**src/core/prio_misc_pkg.sv**
```systemverilog
// package: constants, types and the behaviour list for the
// priority and system-misc control block; assumes an APB master.
// Behaviour
// - a four-bit select field promotes one I-maskable source to top I priority
// - codes 0-7: tovf, paovf, paedge, spi, sci, reserved=irq, irq, rti
// - codes 8-D: ic1-3, oc1-3; E: ic4/oc5; F: oc4
// - select field writes are ignored while the I mask bit is clear
// - reset loads the select field with 0101, promoting the irq pin
// - promoted source keeps its vector and stays gated by local enable and I
// - boot rom enable readable, writable only in special mode, reset per mode
// - boot rom answers at BF00-BFFF only while enabled
// - special and mode-a bits readable, caught from mode pins at reset release
// - pins b,a: 10 single, 11 expanded, 00 bootstrap, 01 test
// - special bit writable in special modes, never set again once cleared
// - mode-a bit: any writes in special modes, first write only in normal
// - visibility/clock-off bit readable, one write after reset in any mode
// - visibility/clock-off bit resets set in test mode, clear otherwise
// - in expanded modes the bit drives internal read data onto the bus
// - stop halts clocks only when the S bit is clear
// - irq pin low wakes stop only when I is clear
// - nmi pin low always wakes stop; X clear services it, X set resumes
// - reset pin low always ends stop and restarts from the reset vector
// - stop exit waits a restart delay when delay enable set; reset sets it
// - wait stacks state and halts until an unmasked interrupt or reset
// - in wait with I set and watchdog off, the timer system is shut off
package prio_misc_pkg;
  localparam logic [11:0] ADDR_PRIO_MISC   = 12'h000;
  localparam logic [11:0] ADDR_LOWPWR_CTRL = 12'h004;
  localparam logic [11:0] ADDR_LOWPWR_STAT = 12'h008;
  localparam int BIT_BOOT    = 7;
  localparam int BIT_SPECIAL = 6;
  localparam int BIT_MODE_A  = 5;
  localparam int BIT_VIS     = 4;
  localparam logic [3:0] PSEL_RESET = 4'h5;
  localparam logic [3:0] PSEL_IRQ   = 4'h6;
  localparam logic [15:0] BOOT_LO = 16'hBF00;
  localparam logic [15:0] BOOT_HI = 16'hBFFF;
  localparam int CLK_HZ          = 40000000;
  localparam int RESTART_DLY_US  = 100;
  localparam int RESTART_DLY_CYC = (CLK_HZ / 1000000) * RESTART_DLY_US;
  localparam int NSRC = 16;
  typedef enum logic [4:0] {
    PM_RUN   = 5'b00001,
    PM_STOP  = 5'b00010,
    PM_DELAY = 5'b00100,
    PM_WAIT  = 5'b01000,
    PM_RESUME= 5'b10000
  } pm_state_e;
  typedef struct packed {
    logic       s_bit;
    logic       x_bit;
    logic       i_bit;
  } ccr_s;
  typedef struct packed {
    logic       stop_exec;
    logic       wait_exec;
  } cpu_op_s;
endpackage

```
**src/core/prio_misc_ctrl.sv**
```systemverilog
// priority promotion, mode/misc register and stop/wait sequencer
// assumes APB slave access at ADDR_*, pins already synchronous to CLK_I.
//
// Chosen here: the register addresses and the APB slave port.
`timescale 1ns/1ps
`default_nettype none
module prio_misc_ctrl #(
  parameter int RESTART_CYCLES = prio_misc_pkg::RESTART_DLY_CYC
) (
  // clock and reset
  input  wire logic                    CLK_I,
  input  wire logic                    SRST_I,
  // apb slave
  input  wire logic                    PSEL_I,
  input  wire logic                    PENABLE_I,
  input  wire logic                    PWRITE_I,
  input  wire logic [11:0]             PADDR_I,
  input  wire logic [31:0]             PWDATA_I,
  output logic      [31:0]             PRDATA_O,
  output logic                         PREADY_O,
  output logic                         PSLVERR_O,
  // cpu side
  input  wire prio_misc_pkg::ccr_s     CCR_I,
  input  wire prio_misc_pkg::cpu_op_s  OP_I,
  input  wire logic [15:0]             CPU_ADDR_I,
  input  wire logic                    INT_READ_I,
  input  wire logic [prio_misc_pkg::NSRC-1:0] SRC_REQ_I,
  input  wire logic [prio_misc_pkg::NSRC-1:0] SRC_EN_I,
  input  wire logic                    WDOG_EN_I,
  // pins
  input  wire logic                    MODE_PIN_A_I,
  input  wire logic                    MODE_PIN_B_I,
  input  wire logic                    IRQ_N_I,
  input  wire logic                    NMI_N_I,
  input  wire logic                    RST_PIN_N_I,
  input  wire logic                    BUS_CLK_I,
  // outputs
  output logic      [3:0]              TOP_SRC_O,
  output logic                         TOP_VALID_O,
  output logic                         BOOT_SEL_O,
  output logic                         VIS_DRIVE_O,
  output logic                         BUS_CLK_O,
  output logic                         CLK_HALT_O,
  output logic                         TIMER_OFF_O,
  output logic                         WAKE_SERVICE_O,
  output logic                         WAKE_RESUME_O,
  output logic                         WAKE_RESET_O
);
  import prio_misc_pkg::*;

  logic [3:0] psel_q;
  logic boot_q, special_q, mode_a_q, vis_q, dly_en_q;
  logic mode_a_wr_q, vis_wr_q, init_q;
  pm_state_e pm_q;
  logic [31:0] dly_cnt_q;
  logic [4:0] stat_v;

  // write only at the completing edge of an access
  wire wr_acc = PSEL_I & PENABLE_I & PWRITE_I;
  wire rd_acc = PSEL_I & PENABLE_I & ~PWRITE_I;
  wire wr_misc = wr_acc & (PADDR_I == ADDR_PRIO_MISC);
  wire wr_ctrl = wr_acc & (PADDR_I == ADDR_LOWPWR_CTRL);
  // special modes are decoded from the live special bit
  wire spec_mode = special_q;
  // expanded modes: mode a bit high (expanded or test)
  wire expanded = mode_a_q;

  function automatic logic addr_known(input logic [11:0] a);
    addr_known = (a == ADDR_PRIO_MISC) || (a == ADDR_LOWPWR_CTRL) ||
                 (a == ADDR_LOWPWR_STAT);
  endfunction

  // mode bits caught one clock after reset release: a flop held in reset may not
  // take a pin value, so init_q marks the first free cycle
  always_ff @(posedge CLK_I) begin
    if (SRST_I) begin
      init_q <= 1'b1;
    end else begin
      init_q <= 1'b0;
    end
  end

  always_ff @(posedge CLK_I) begin
    if (SRST_I) begin
      special_q <= 1'b0;
      mode_a_q  <= 1'b0;
    end else if (init_q) begin
      special_q <= ~MODE_PIN_B_I;
      mode_a_q  <= MODE_PIN_A_I;
    end else if (wr_misc) begin
      if (spec_mode && !PWDATA_I[BIT_SPECIAL])
        special_q <= 1'b0;
      if (spec_mode || !mode_a_wr_q)
        mode_a_q <= PWDATA_I[BIT_MODE_A];
    end
  end

  always_ff @(posedge CLK_I) begin
    if (SRST_I) begin
      mode_a_wr_q <= 1'b0;
      vis_wr_q    <= 1'b0;
    end else if (wr_misc) begin
      mode_a_wr_q <= 1'b1;
      vis_wr_q    <= 1'b1;
    end
  end

  always_ff @(posedge CLK_I) begin
    if (SRST_I) begin
      boot_q <= 1'b0;
      vis_q  <= 1'b0;
    end else if (init_q) begin
      boot_q <= ~MODE_PIN_B_I & ~MODE_PIN_A_I;
      vis_q  <= ~MODE_PIN_B_I & MODE_PIN_A_I;
    end else if (wr_misc) begin
      if (spec_mode)
        boot_q <= PWDATA_I[BIT_BOOT];
      if (!vis_wr_q)
        vis_q <= PWDATA_I[BIT_VIS];
    end
  end

  always_ff @(posedge CLK_I) begin
    if (SRST_I) begin
      psel_q <= PSEL_RESET;
    end else if (wr_misc && CCR_I.i_bit) begin
      psel_q <= PWDATA_I[3:0];
    end
  end

  always_ff @(posedge CLK_I) begin
    if (SRST_I) begin
      dly_en_q <= 1'b1;
    end else if (wr_ctrl) begin
      dly_en_q <= PWDATA_I[0];
    end
  end

  // promoted source: reserved code maps to the irq slot
  logic [3:0] psel_eff;
  always_comb begin
    psel_eff = (psel_q == PSEL_RESET) ? PSEL_IRQ : psel_q;
  end

  // promotion only reorders; source keeps its vector and masks
  always_ff @(posedge CLK_I) begin
    if (SRST_I) begin
      TOP_SRC_O   <= 4'h0;
      TOP_VALID_O <= 1'b0;
    end else begin
      TOP_SRC_O   <= psel_eff;
      TOP_VALID_O <= SRC_REQ_I[psel_eff] & SRC_EN_I[psel_eff] &
                     ~CCR_I.i_bit;
    end
  end

  always_ff @(posedge CLK_I) begin
    if (SRST_I) begin
      BOOT_SEL_O  <= 1'b0;
      VIS_DRIVE_O <= 1'b0;
      BUS_CLK_O   <= 1'b0;
    end else begin
      BOOT_SEL_O  <= boot_q && CPU_ADDR_I >= BOOT_LO &&
                     CPU_ADDR_I <= BOOT_HI;
      // outside parties must keep off the bus while this is high
      VIS_DRIVE_O <= expanded & vis_q & INT_READ_I;
      BUS_CLK_O   <= (!expanded && vis_q) ? 1'b0 : BUS_CLK_I;
    end
  end

  // low-power sequencer
  wire irq_wake = ~IRQ_N_I & ~CCR_I.i_bit;
  wire nmi_wake = ~NMI_N_I;
  wire any_int  = irq_wake | nmi_wake | (|(SRC_REQ_I & SRC_EN_I) &
                  ~CCR_I.i_bit);
  logic svc_q;

  always_ff @(posedge CLK_I) begin
    if (SRST_I) begin
      pm_q      <= PM_RUN;
      dly_cnt_q <= 32'h0;
      svc_q     <= 1'b0;
    end else if (!RST_PIN_N_I) begin
      pm_q <= PM_RUN;
    end else begin
      case (pm_q)
        PM_RUN: begin
          if (OP_I.stop_exec && !CCR_I.s_bit)
            pm_q <= PM_STOP;
          else if (OP_I.wait_exec)
            pm_q <= PM_WAIT;
        end
        PM_STOP: begin
          if (irq_wake || nmi_wake) begin
            svc_q     <= irq_wake | (nmi_wake & ~CCR_I.x_bit);
            dly_cnt_q <= 32'(RESTART_CYCLES - 1);
            pm_q      <= dly_en_q ? PM_DELAY : PM_RESUME;
          end
        end
        PM_DELAY: begin
          if (dly_cnt_q == 32'h0)
            pm_q <= PM_RESUME;
          else
            dly_cnt_q <= dly_cnt_q - 32'h1;
        end
        PM_WAIT: begin
          if (any_int) begin
            svc_q <= 1'b1;
            pm_q  <= PM_RESUME;
          end
        end
        PM_RESUME: pm_q <= PM_RUN;
        default:   pm_q <= PM_RUN;
      endcase
    end
  end

  always_ff @(posedge CLK_I) begin
    if (SRST_I) begin
      CLK_HALT_O     <= 1'b0;
      TIMER_OFF_O    <= 1'b0;
      WAKE_SERVICE_O <= 1'b0;
      WAKE_RESUME_O  <= 1'b0;
      WAKE_RESET_O   <= 1'b0;
    end else begin
      CLK_HALT_O     <= (pm_q == PM_STOP) || (pm_q == PM_DELAY);
      TIMER_OFF_O    <= (pm_q == PM_WAIT) && CCR_I.i_bit &&
                        !WDOG_EN_I;
      WAKE_SERVICE_O <= (pm_q == PM_RESUME) && svc_q;
      WAKE_RESUME_O  <= (pm_q == PM_RESUME) && !svc_q;
      WAKE_RESET_O   <= !RST_PIN_N_I && (pm_q != PM_RUN);
    end
  end

  always_comb begin
    stat_v = pm_q;
  end

  // apb: zero wait state; unknown addresses read zero with an error
  always_ff @(posedge CLK_I) begin
    if (SRST_I) begin
      PRDATA_O  <= 32'h0;
      PREADY_O  <= 1'b0;
      PSLVERR_O <= 1'b0;
    end else begin
      PREADY_O  <= PSEL_I & ~PENABLE_I;
      PSLVERR_O <= PSEL_I & ~PENABLE_I & ~addr_known(PADDR_I);
      if (PSEL_I && !PENABLE_I && !PWRITE_I) begin
        if (PADDR_I == ADDR_PRIO_MISC)
          PRDATA_O <= {24'h0, boot_q, special_q, mode_a_q, vis_q,
                       psel_q};
        else if (PADDR_I == ADDR_LOWPWR_CTRL)
          PRDATA_O <= {31'h0, dly_en_q};
        else if (PADDR_I == ADDR_LOWPWR_STAT)
          PRDATA_O <= {27'h0, stat_v};
        else
          PRDATA_O <= 32'h0;
      end
    end
  end
endmodule // prio_misc_ctrl
`default_nettype wire

```
**config.mk**
```make
export PLATFORM = sky130hd
export DESIGN_NAME = prio_misc_ctrl
export DESIGN_NICKNAME = d
export VERILOG_FILES = /design/src/core/prio_misc_pkg.sv /design/src/core/prio_misc_ctrl.sv
export SDC_FILE = /design/constraint.sdc
export NUM_CORES = 1
export LEC_CHECK = 0
export BUFFER_PORTS_ARGS = -buffer_cell sky130_fd_sc_hd__buf_2
export CORE_AREA = 10 10 99 101
export CTS_CLUSTER_DIAMETER = 120
export DETAILED_ROUTE_END_ITERATION = 12
export DIE_AREA = 0 0 109 111
export HOLD_SLACK_MARGIN = 0.02
export PLACE_DENSITY = 0.79
export SLEW_MARGIN = 0
export SYNTH_ARGS = -nofsm -noshare
export SYNTH_HDL_FRONTEND = slang
export SYNTH_SLANG_ARGS = --single-unit
```
**constraint.sdc**
```tcl
create_clock -name CLK_I -period 3.2 [get_ports CLK_I]
set_input_delay 0.48 -clock CLK_I [delete_from_list [all_inputs] [get_ports CLK_I]]
set_output_delay 0.48 -clock CLK_I [all_outputs]
set_load 0.01 [all_outputs]
```
==> results of run 1 <==
[metrics by stage]
stage	setup slack [ps]	hold slack [ps]	cell area, um^2
global route	339.5	285.0	4339
finish	650.8	286.9	4339
global placement	721.4	438.7	4174
detailed placement	675.2	437.5	4174
floorplan	850.9	413.4	3720
CTS	639.9	274.3	4339
[power by group]
group | switching [mW] | internal [mW]
combinational | 0.0946 | 0.0698
sequential | 0.00886 | 0.907
clock | 0.342 | 0.280
total | 0.445 | 1.26
[logic make-up (layout without fill, tap and decap cells)]
group | count (synthesis) | count (layout)
adders and majority gates | 1 | 1
DFF | 72 | 72
other | 1 | 24
AOI/OAI and AO/OA | 95 | 95
buffers and inverters | 55 | 138
and+or+nand+nor | 173 | 173
muxes | 12 | 12
xor gates and xnor gates | 20 | 20
[worst paths after layout]
path / from / endpoint / slack [ps]
min: WDOG_EN_I / TIMER_OFF_O / 290
max reg2reg: dly_cnt_q[20] / dly_cnt_q[11] / 650
max: dly_cnt_q[20] / dly_cnt_q[11] / 650
min reg2reg: svc_q / WAKE_SERVICE_O / 450
[sequential cells by signal, summed over array words and instances, names as in the netlist, 4 cells and up]
name / cells
dly_cnt_q: 32
PRDATA_O: 8
pm_q: 5
TOP_SRC_O: 4
psel_q: 4
[final cells by class]
type                    count  area share
multi-input cells         325      0.4565
flip-flops and latches     72      0.3322
repair buffers            110      0.1326
clock buffers              11     0.03028
well taps                 105     0.03028
inverters                  12     0.01038
clock inverters             5    0.007785
[cell usage in the layout (no fill, tap or decap), types with 8 or more instances in the layout]
master	n
xor2_1	20
nor2_1	51
nand3_1	11
nand2_1	31
clkbuf_8	9
a21oi_1	22
nand4_1	8
a31oi_1	9
nor4_1	14
conb_1	24
inv_1	12
buf_4	10
dfxtp_1	72
nor3_1	9
o211ai_1	12
o21ai_0	14
a22oi_1	8
buf_2	100
[worst reg2reg max path: cells and delay by family, from the launching register on]
| kind | cells | cell delay, ps |
|---|---|---|
| flops | 1 | 350 |
| simple gates | 3 | 1260 |
| compound gates | 3 | 610 |
| buf+inv | 1 | 260 |
[routing by layer]
metal / vias up / GRT usage / part of all wire
met5: - / 0 / 0
met4: 0 / 0.03958 / 0.0083
met3: 7 / 0.06919 / 0.076
met2: 104 / 0.2781 / 0.52
met1: 1635 / 0.1614 / 0.39
li1: 1729 / - / -
==> metrics, run 1 <==
outcome=finished, final reports clean; pin count of the biggest net entering global routing=47; area of the multi-input gates=1981 um^2; most frequent cells after synthesis=72 x dfxtp_1, 51 x nor2_1, 31 x nand2_1, 24 x buf_4, 22 x a21oi_1; Synth Instances=429; gr ovfl total=0; total vias in the final route=3475; Tmin final=2549 ps; CTS Hold Bufs=0; most common cell in the netlist=dfxtp_1; Die H=111 um; Avg Inst Size Synth=8.470 um^2; worst hold path class=in2reg; Post-Synth XOR/XNOR Area=0.04821; CTS root buf=clkbuf_8; crit path max fanout=8; HPWL Detailed=7555 um; Port Buf Inserts=100; routed length per instance=15.12 um; peak supply drop=0.3158 mV; core area=7969 um^2; later-pin clock latency in the skew report=350 ps; Final ANT Viol Nets=0; GRT Overall Usage=0.1565; Tot Pwr=1.703 mW; delay-heaviest family, CP=simple AND/OR/NAND/NOR gates; Yosys top cell area share=0.3967; Rows=33; layout net count=641; setup_tns=0 ps; non-filler instance count after layout=640; Critical-path top delay cell=or4_1; DRT iter0 DRCs=171; leakage=1.896 nW; Final period util=0.7966; worst endpoint required time=3470 ps; TritonCTS Sinks=72; layout cells sized above 1=0.2598; hold path depth=2; final setup violation count=0; Ant. Diodes=0; Post-synth top flop=dfxtp_1; mapped cell area=3633 um^2; Synth Warn #=0; Worst-Margin Slew=673.6 ps; Critical Path AT=2820 ps; compound-cell area share of the yosys netlist=0.1777; startpoint type of the worst setup path=flop; area growth from synthesis to layout=19.42%; Area contributors post-synth=dfxtp_1 40%, nor2_1 5.3%, buf_4 5.0%; post-CTS setup buffers=0; Clock Skews=7.611 ps; worst reg2reg path depth=7; sequential cell area=1441 um^2; PD cells=392.4 nW/um^2; H-tree depth=3; starting density of the core=0.4560; Critical Path, Cell by Cell=or4_1, nor4_1, nand3b_1, buf_4, o21ai_0, o41ai_1, a31oi_1; initial antenna violation count=0; clk slew on worst S/H paths=80 ps; post-synth top area cell=dfxtp_1; number of detailed-route iterations in the first pass=4; worst setup path class=reg2reg; global-route wire length before repair=15940 um; CP peak stage delay=640 ps; total die area=12100 um^2; fill cell count=726; Max Cap Viol=0; Synth Area in Simple Gates=0.2531; CTS resizes=0; Placed Cells=624; Peak Freq=392.3 MHz; largest family of logic cells by synthesized area=simple AND/OR/NAND/NOR gates; gp weighted congestion=0.8714; die width=109 um; via density per instance=5.430; DRC=0; Finished Core Util=0.5445; Slew Limit Headroom=0.5462; CP Capture Type=flop; deepest clock path buffer count=2; post-synthesis sequential area ratio=0.3967; post-synthesis register bit count=72; RSZ-0062 raised after global routing=false; WL final=9677 um; TritonCTS buffer count=9; # IOs=157; vias in the first global route=3517; Yosys cell types=56; TritonCTS clock tree=yes; Buf+Inv Stages, Crit Path=1; adder-cell share of the synthesized area=0.003444; mux cell area share after synthesis=0.03788; final hold vios=0; ys async rst share=0; WP depth=7; Post-synth EDFFs=0; Slew Limit Fails=0
Power figures use the tool's default switching activity.
==> run 2, diff against run 1 <==
ABC_AREA = 1   (was unset)
CORE_AREA = 10 10 110 112   (was 10 10 99 101)
DIE_AREA = 0 0 120 122   (was 0 0 109 111)
PLACE_DENSITY = 0.77   (was 0.79)
clock period = 2.2 ns   (was 3.2 ns; I/O delays follow)
==> metrics, run 2 <==
outcome=finished, final reports clean; peak supply drop=0.3254 mV; Post-synth top flop=dfxtp_1; clk slew on worst S/H paths=80 ps; commonest non-fill, non-tap cells in the layout=187 x nand2_1, 158 x nor2_1, 100 x buf_2; Net Switching=774.4 uW; gp weighted congestion=0.9048; CTS root buf=clkbuf_8; via density per instance=4.850; Synth Instances=722; Net Sw Frac=0.2678; Final ANT Viol Nets=0; part of the power in registers=0.465; CP Capture Type=flop; most frequent cells after synthesis=187 x nand2_1, 158 x nor2_1, 72 x dfxtp_1, 66 x inv_1, 52 x nand3_1; TritonCTS buffer count=9; Regs by FF count=dly_cnt_q: 32 flops, PRDATA_O: 8 flops, pm_q: 5 flops; H-tree depth=3; final hold vios=0; pin count of the biggest net entering global routing=46; GRT Overall Usage=0.1607; post-synthesis sequential area ratio=0.3258; core area=10050 um^2; vias in the first global route=4320; routed length per instance=12.18 um; Max Cap Viol=0; global-route wire length before repair=19770 um; Final Hold Slack=128.9 ps; Post-synth EDFFs=0; Avg Inst Size Synth=6.128 um^2; later-pin clock latency in the skew report=360 ps; commonest non-fill, non-tap cell in the layout=nand2_1; deepest clock path buffer count=2; Ant. Diodes=0; Post-DP Area=4989 um^2; most common cell in the netlist=nand2_1; initial antenna violation count=0; gr ovfl total=0; worst hold path class=in2reg; WL final=11760 um; Critical Path AT=2120 ps; PD cells=554.8 nW/um^2; Peak Freq=527.0 MHz; setup_tns=0 ps; max FFs per register=32; Yosys top cell area share=0.3258; # IOs=157; DRC=0; Worst-Margin Slew=520.8 ps; RSZ-0062 raised after global routing=false; internal cell power=2.117 mW; final setup violation count=0; Clock Skews=10.30 ps; HPWL Detailed=9062 um; starting density of the core=0.4404; TritonCTS Sinks=72; leakage=2.699 nW; Slew Limit Fails=0; number of detailed-route iterations in the first pass=5; post-synthesis register bit count=72; post-synth top area cell=dfxtp_1; Final period util=0.8625; layout net count=935; crit path max fanout=33; clock power share=0.410; Logic pwr share=0.126; post-CTS setup buffers=0; worst setup path class=reg2reg; area growth from synthesis to layout=17.79%; layout cells sized above 1=0.1906; total vias in the final route=4680; total die area=14640 um^2; worst reg2reg path depth=12; worst endpoint required time=2430 ps; final instance area=5211 um^2; TritonCTS clock tree=yes; Slew Limit Headroom=0.6501; Tmin final=1898 ps; mapped cell area=4424 um^2; Biggest register=dly_cnt_q; hold path depth=2; CTS Hold Bufs=0; Synth Warn #=0; startpoint type of the worst setup path=flop; Port Buf Inserts=100; Rows=37; ys async rst share=0; Finished Core Util=0.5187; DRT iter0 DRCs=309; die width=120 um; Yosys cell types=36; Die H=122 um; Area contributors post-synth=dfxtp_1 33%, nand2_1 16%, nor2_1 13%
## run 2: cell types whose count changed after synthesis, moves of 12 or more
cell / before / now
a21oi_1: 22 / 36
inv_1: 12 / 66
nand2_1: 31 / 187
nand3_1: 11 / 52
nor2_1: 51 / 158
nor2_2: 0 / 15
nor4_1: 14 / 2
xor2_1: 20 / 7
## run 2: what timing repair did
action	in CTS	in global routing
setup endpoints to repair	0	5
endpoints found under the hold margin	0	0
resized for setup	0	2
## run 2: metal layers
layer,track usage,part of all wire,vias to the layer above
met5,0,0,-
met4,0.03997,0.015,0
met3,0.04533,0.058,13
met2,0.2748,0.47,130
met1,0.1954,0.46,2085
li1,-,-,2452
## run 2: through the flow
step / total power, mW / setup slack [ps] / std cells
5_1_grt: 3.033 / 141.1 / 965
6_report: 2.891 / 302.4 / 965
3_5_place_dp: 1.733 / 165.2 / 949
2_1_floorplan: 1.634 / 490.0 / 745
3_3_place_gp: 1.728 / 212.9 / 949
4_1_cts: 2.916 / 135.3 / 965
## run 2: worst max-delay path: stages (launching register included)
cell and delay [ps]:
dfxtp_1 340, inv_1 80, ha_1 220, nand2_2 120, nor2_4 210, nand2_2 90, nor2_4 130, nand2_2 80
nand2_4 90, buf_12 180, nor2_1 70, nor2_1 80, nor2_1 50
## run 2: cell families (layout without fill, tap and decap cells)
logic type	count (synthesis)	in the layout	share of synthesized area
other	1	24	0.0008476
adders and majority gates	1	1	0.002828
and+or+nand+nor	454	454	0.4395
buffers and inverters	110	194	0.1193
DFF	72	72	0.3258
xor gates and xnor gates	9	9	0.01782
AOI/OAI and AO/OA	75	75	0.09389
## run 2: path summary, 6_finish.rpt
check | startpoint | end | slack, ps
worst min-delay path | WDOG_EN_I | TIMER_OFF_O | 130
worst min register to register | svc_q | WAKE_RESUME_O | 460
worst max-delay path | dly_cnt_q[0] | dly_cnt_q[26] | 300
worst max register to register | dly_cnt_q[0] | dly_cnt_q[26] | 300
## run 2: power groups by stage
stage,Sequential (mW),Combinational (mW),Clock (mW)
5_1_grt,1.35,0.416,1.27
6_report,1.34,0.363,1.18
3_3_place_gp,1.37,0.353,0
4_1_cts,1.34,0.361,1.21
2_1_floorplan,1.38,0.255,0
3_5_place_dp,1.38,0.358,0
## run 2: final cells by class
class / count / area [um^2]
Multi-Input combinational cell: 563 / 2541
Clock inverter: 6 / 92.59
Clock buffer: 10 / 127.6
Fill cell: 1060 / 4835
Timing Repair Buffer: 108 / 573.1
Tap cell: 136 / 170.2
Sequential cell: 72 / 1441
Inverter: 70 / 265.3
==> run 3, diff against run 2 <==
ABC_AREA = unset   (was 1)
CORE_AREA = 10 10 113 115   (was 10 10 110 112)
DIE_AREA = 0 0 123 125   (was 0 0 120 122)
HOLD_SLACK_MARGIN = 0.06   (was 0.02)
PLACE_DENSITY = 0.65   (was 0.77)
==> metrics, run 3 (synthesis gave the netlist of run 1 again) <==
Die H=125 um; starting density of the core=0.3427; Buf+Inv Stages, Crit Path=1; pin count of the biggest net entering global routing=22; via density per instance=5.048; CP Capture Type=flop; outcome=complete, but fails checks; worst endpoint required time=2450 ps; number of detailed-route iterations in the first pass=4; WHS Endpoint=TIMER_OFF_O; HPWL Detailed=8364 um; RSZ-0062 raised after global routing=true; delay-heaviest family, CP=simple AND/OR/NAND/NOR gates; later-pin clock latency in the skew report=350 ps; failing checks=setup timing; Net Switching=687.5 uW; clock power share=0.428; # IOs=157; Final ANT Viol Nets=0; Critical Path, Cell by Cell=or4_4, or4_4, or4b_4, buf_4, nand2_4, or4_2, nand2_1; TritonCTS Sinks=72; WP depth=7; gr ovfl total=0; H-tree depth=3; DRC=0; DRT iter0 DRCs=118; hold_sp=WDOG_EN_I; Critical-path top delay cell=or4b_4; initial antenna violation count=0; area growth from synthesis to layout=34.13%; gp weighted congestion=0.8684; Reg2Reg Setup Slack=-130 ps; Slew Limit Headroom=0.6418; final setup violation count=18; layout net count=688; GRT Overall Usage=0.1346; max FFs per register=32; leakage=2.166 nW; clk slew on worst S/H paths=90 ps; PD cells=575.6 nW/um^2; Peak Freq=430.0 MHz; WL final=10750 um; crit path max fanout=5; total vias in the final route=3645; CP most frequent cell=or4_4; worst reg2reg path depth=7; commonest non-fill, non-tap cells in the layout=100 x buf_2, 70 x dfxtp_1, 57 x buf_4; Critical Path AT=2580 ps; peak supply drop=0.3626 mV; Rows=38; worst hold path class=in2reg; routed length per instance=14.89 um; commonest non-fill, non-tap cell in the layout=buf_2; vias in the first global route=3738; Finished Core Util=0.4596; startpoint type of the worst setup path=flop; Final period util=1.057; Biggest register=dly_cnt_q; core area=10600 um^2; Net Sw Frac=0.2451; reg2reg end=dly_cnt_q[21]; Ant. Diodes=0; worst path setup slack after routing=-125.7 ps; global-route wire length before repair=17480 um; TritonCTS buffer count=9; total die area=15380 um^2; internal cell power=2.117 mW; Slew Limit Fails=0; CTS root buf=clkbuf_8; deepest clock path buffer count=2; Post-DP Area=4542 um^2; CP peak stage delay=570 ps; die width=123 um; part of the power in registers=0.474; Clock Skews=12.97 ps; Port Buf Inserts=100; worst setup path class=reg2reg; R2R Path Start=dly_cnt_q[23]; final hold vios=0; Logic pwr share=0.098; layout cells sized above 1=0.3488; Max Cap Viol=0; final instance area=4873 um^2; Tmin final=2326 ps; Worst-Margin Slew=532.4 ps; hold path depth=2; TritonCTS clock tree=yes; Regs by FF count=dly_cnt_q: 32 flops, PRDATA_O: 8 flops, pm_q: 5 flops
==> run 3: cell count changes in the layout (fill, tap and decap cells not counted), sizes merged, moves of 12 or more <==
cell / delta
xor2: +13
nand3: -42
nand2: -160
a21oi: -14
inv: -57
nor4: +12
nor2: -127
buf: +49
==> run 3: metal layers <==
layer,routed length [um],part of all wire,global-route usage,up-vias
met1,4473,0.42,0.1538,1709
li1,-,-,-,1823
met2,5306,0.49,0.2247,108
met5,0,0,0,-
met3,881,0.082,0.06031,5
met4,88,0.0082,0.03084,0
==> run 3: worst max-delay path by stage <==
stage,endpoint,startpoint
finish,dly_cnt_q[21],dly_cnt_q[23]
global route,dly_cnt_q[4],dly_cnt_q[23]
CTS,dly_cnt_q[29],dly_cnt_q[20]
detailed placement,dly_cnt_q[29],dly_cnt_q[20]
global placement,dly_cnt_q[23],dly_cnt_q[20]
floorplan,dly_cnt_q[29],dly_cnt_q[20]
==> run 3: final cells by class <==
type / instances / area, um^2
clock buffers: 10 / 137.6
fillers: 1044 / 5729
well taps: 140 / 175.2
repair buffers: 157 / 928.4
flip-flops and latches: 72 / 1444
clock inverters: 6 / 91.34
inverters: 12 / 45.04
multi-input cells: 325 / 2052
==> run 3: stage by stage <==
stage	cells	setup slack (ps)	TNS, ps	power (mW)	hold WS, ps
global placement	702	-80.92	-340.1	1.621	442.0
finish	722	-125.7	-922.5	2.805	139.6
detailed placement	702	-114.3	-575.8	1.628	445.0
CTS	719	-78.33	-379.0	2.829	122.8
floorplan	452	-143.4	-642.2	1.520	357.7
global route	722	-258.9	-3913	2.921	121.0
==> run 3: worst reg2reg max path, stage by stage (launching register included) <==
cell	delay, ps
dfxtp_2	330
or4_4	530
or4_4	430
or4b_4	570
buf_4	170
nand2_4	70
or4_2	100
nand2_1	40
==> run 3: timing repair <==
item | 4_1_cts | 5_1_grt
gates resized for setup | 1 | 17
hold buffers | 0 | 0
buffers inserted | 1 | 3
endpoints found under the hold margin | 0 | 0
endpoints found under the setup margin | 9 | 31
pin swaps | 0 | 6
==> run 3: power by group through the flow <==
stage	logic, mW	clock network, mW	registers, mW
6_report	0.274	1.20	1.33
5_1_grt	0.305	1.28	1.33
4_1_cts	0.269	1.23	1.33
3_5_place_dp	0.267	0	1.36
3_3_place_gp	0.261	0	1.36
2_1_floorplan	0.158	0	1.36
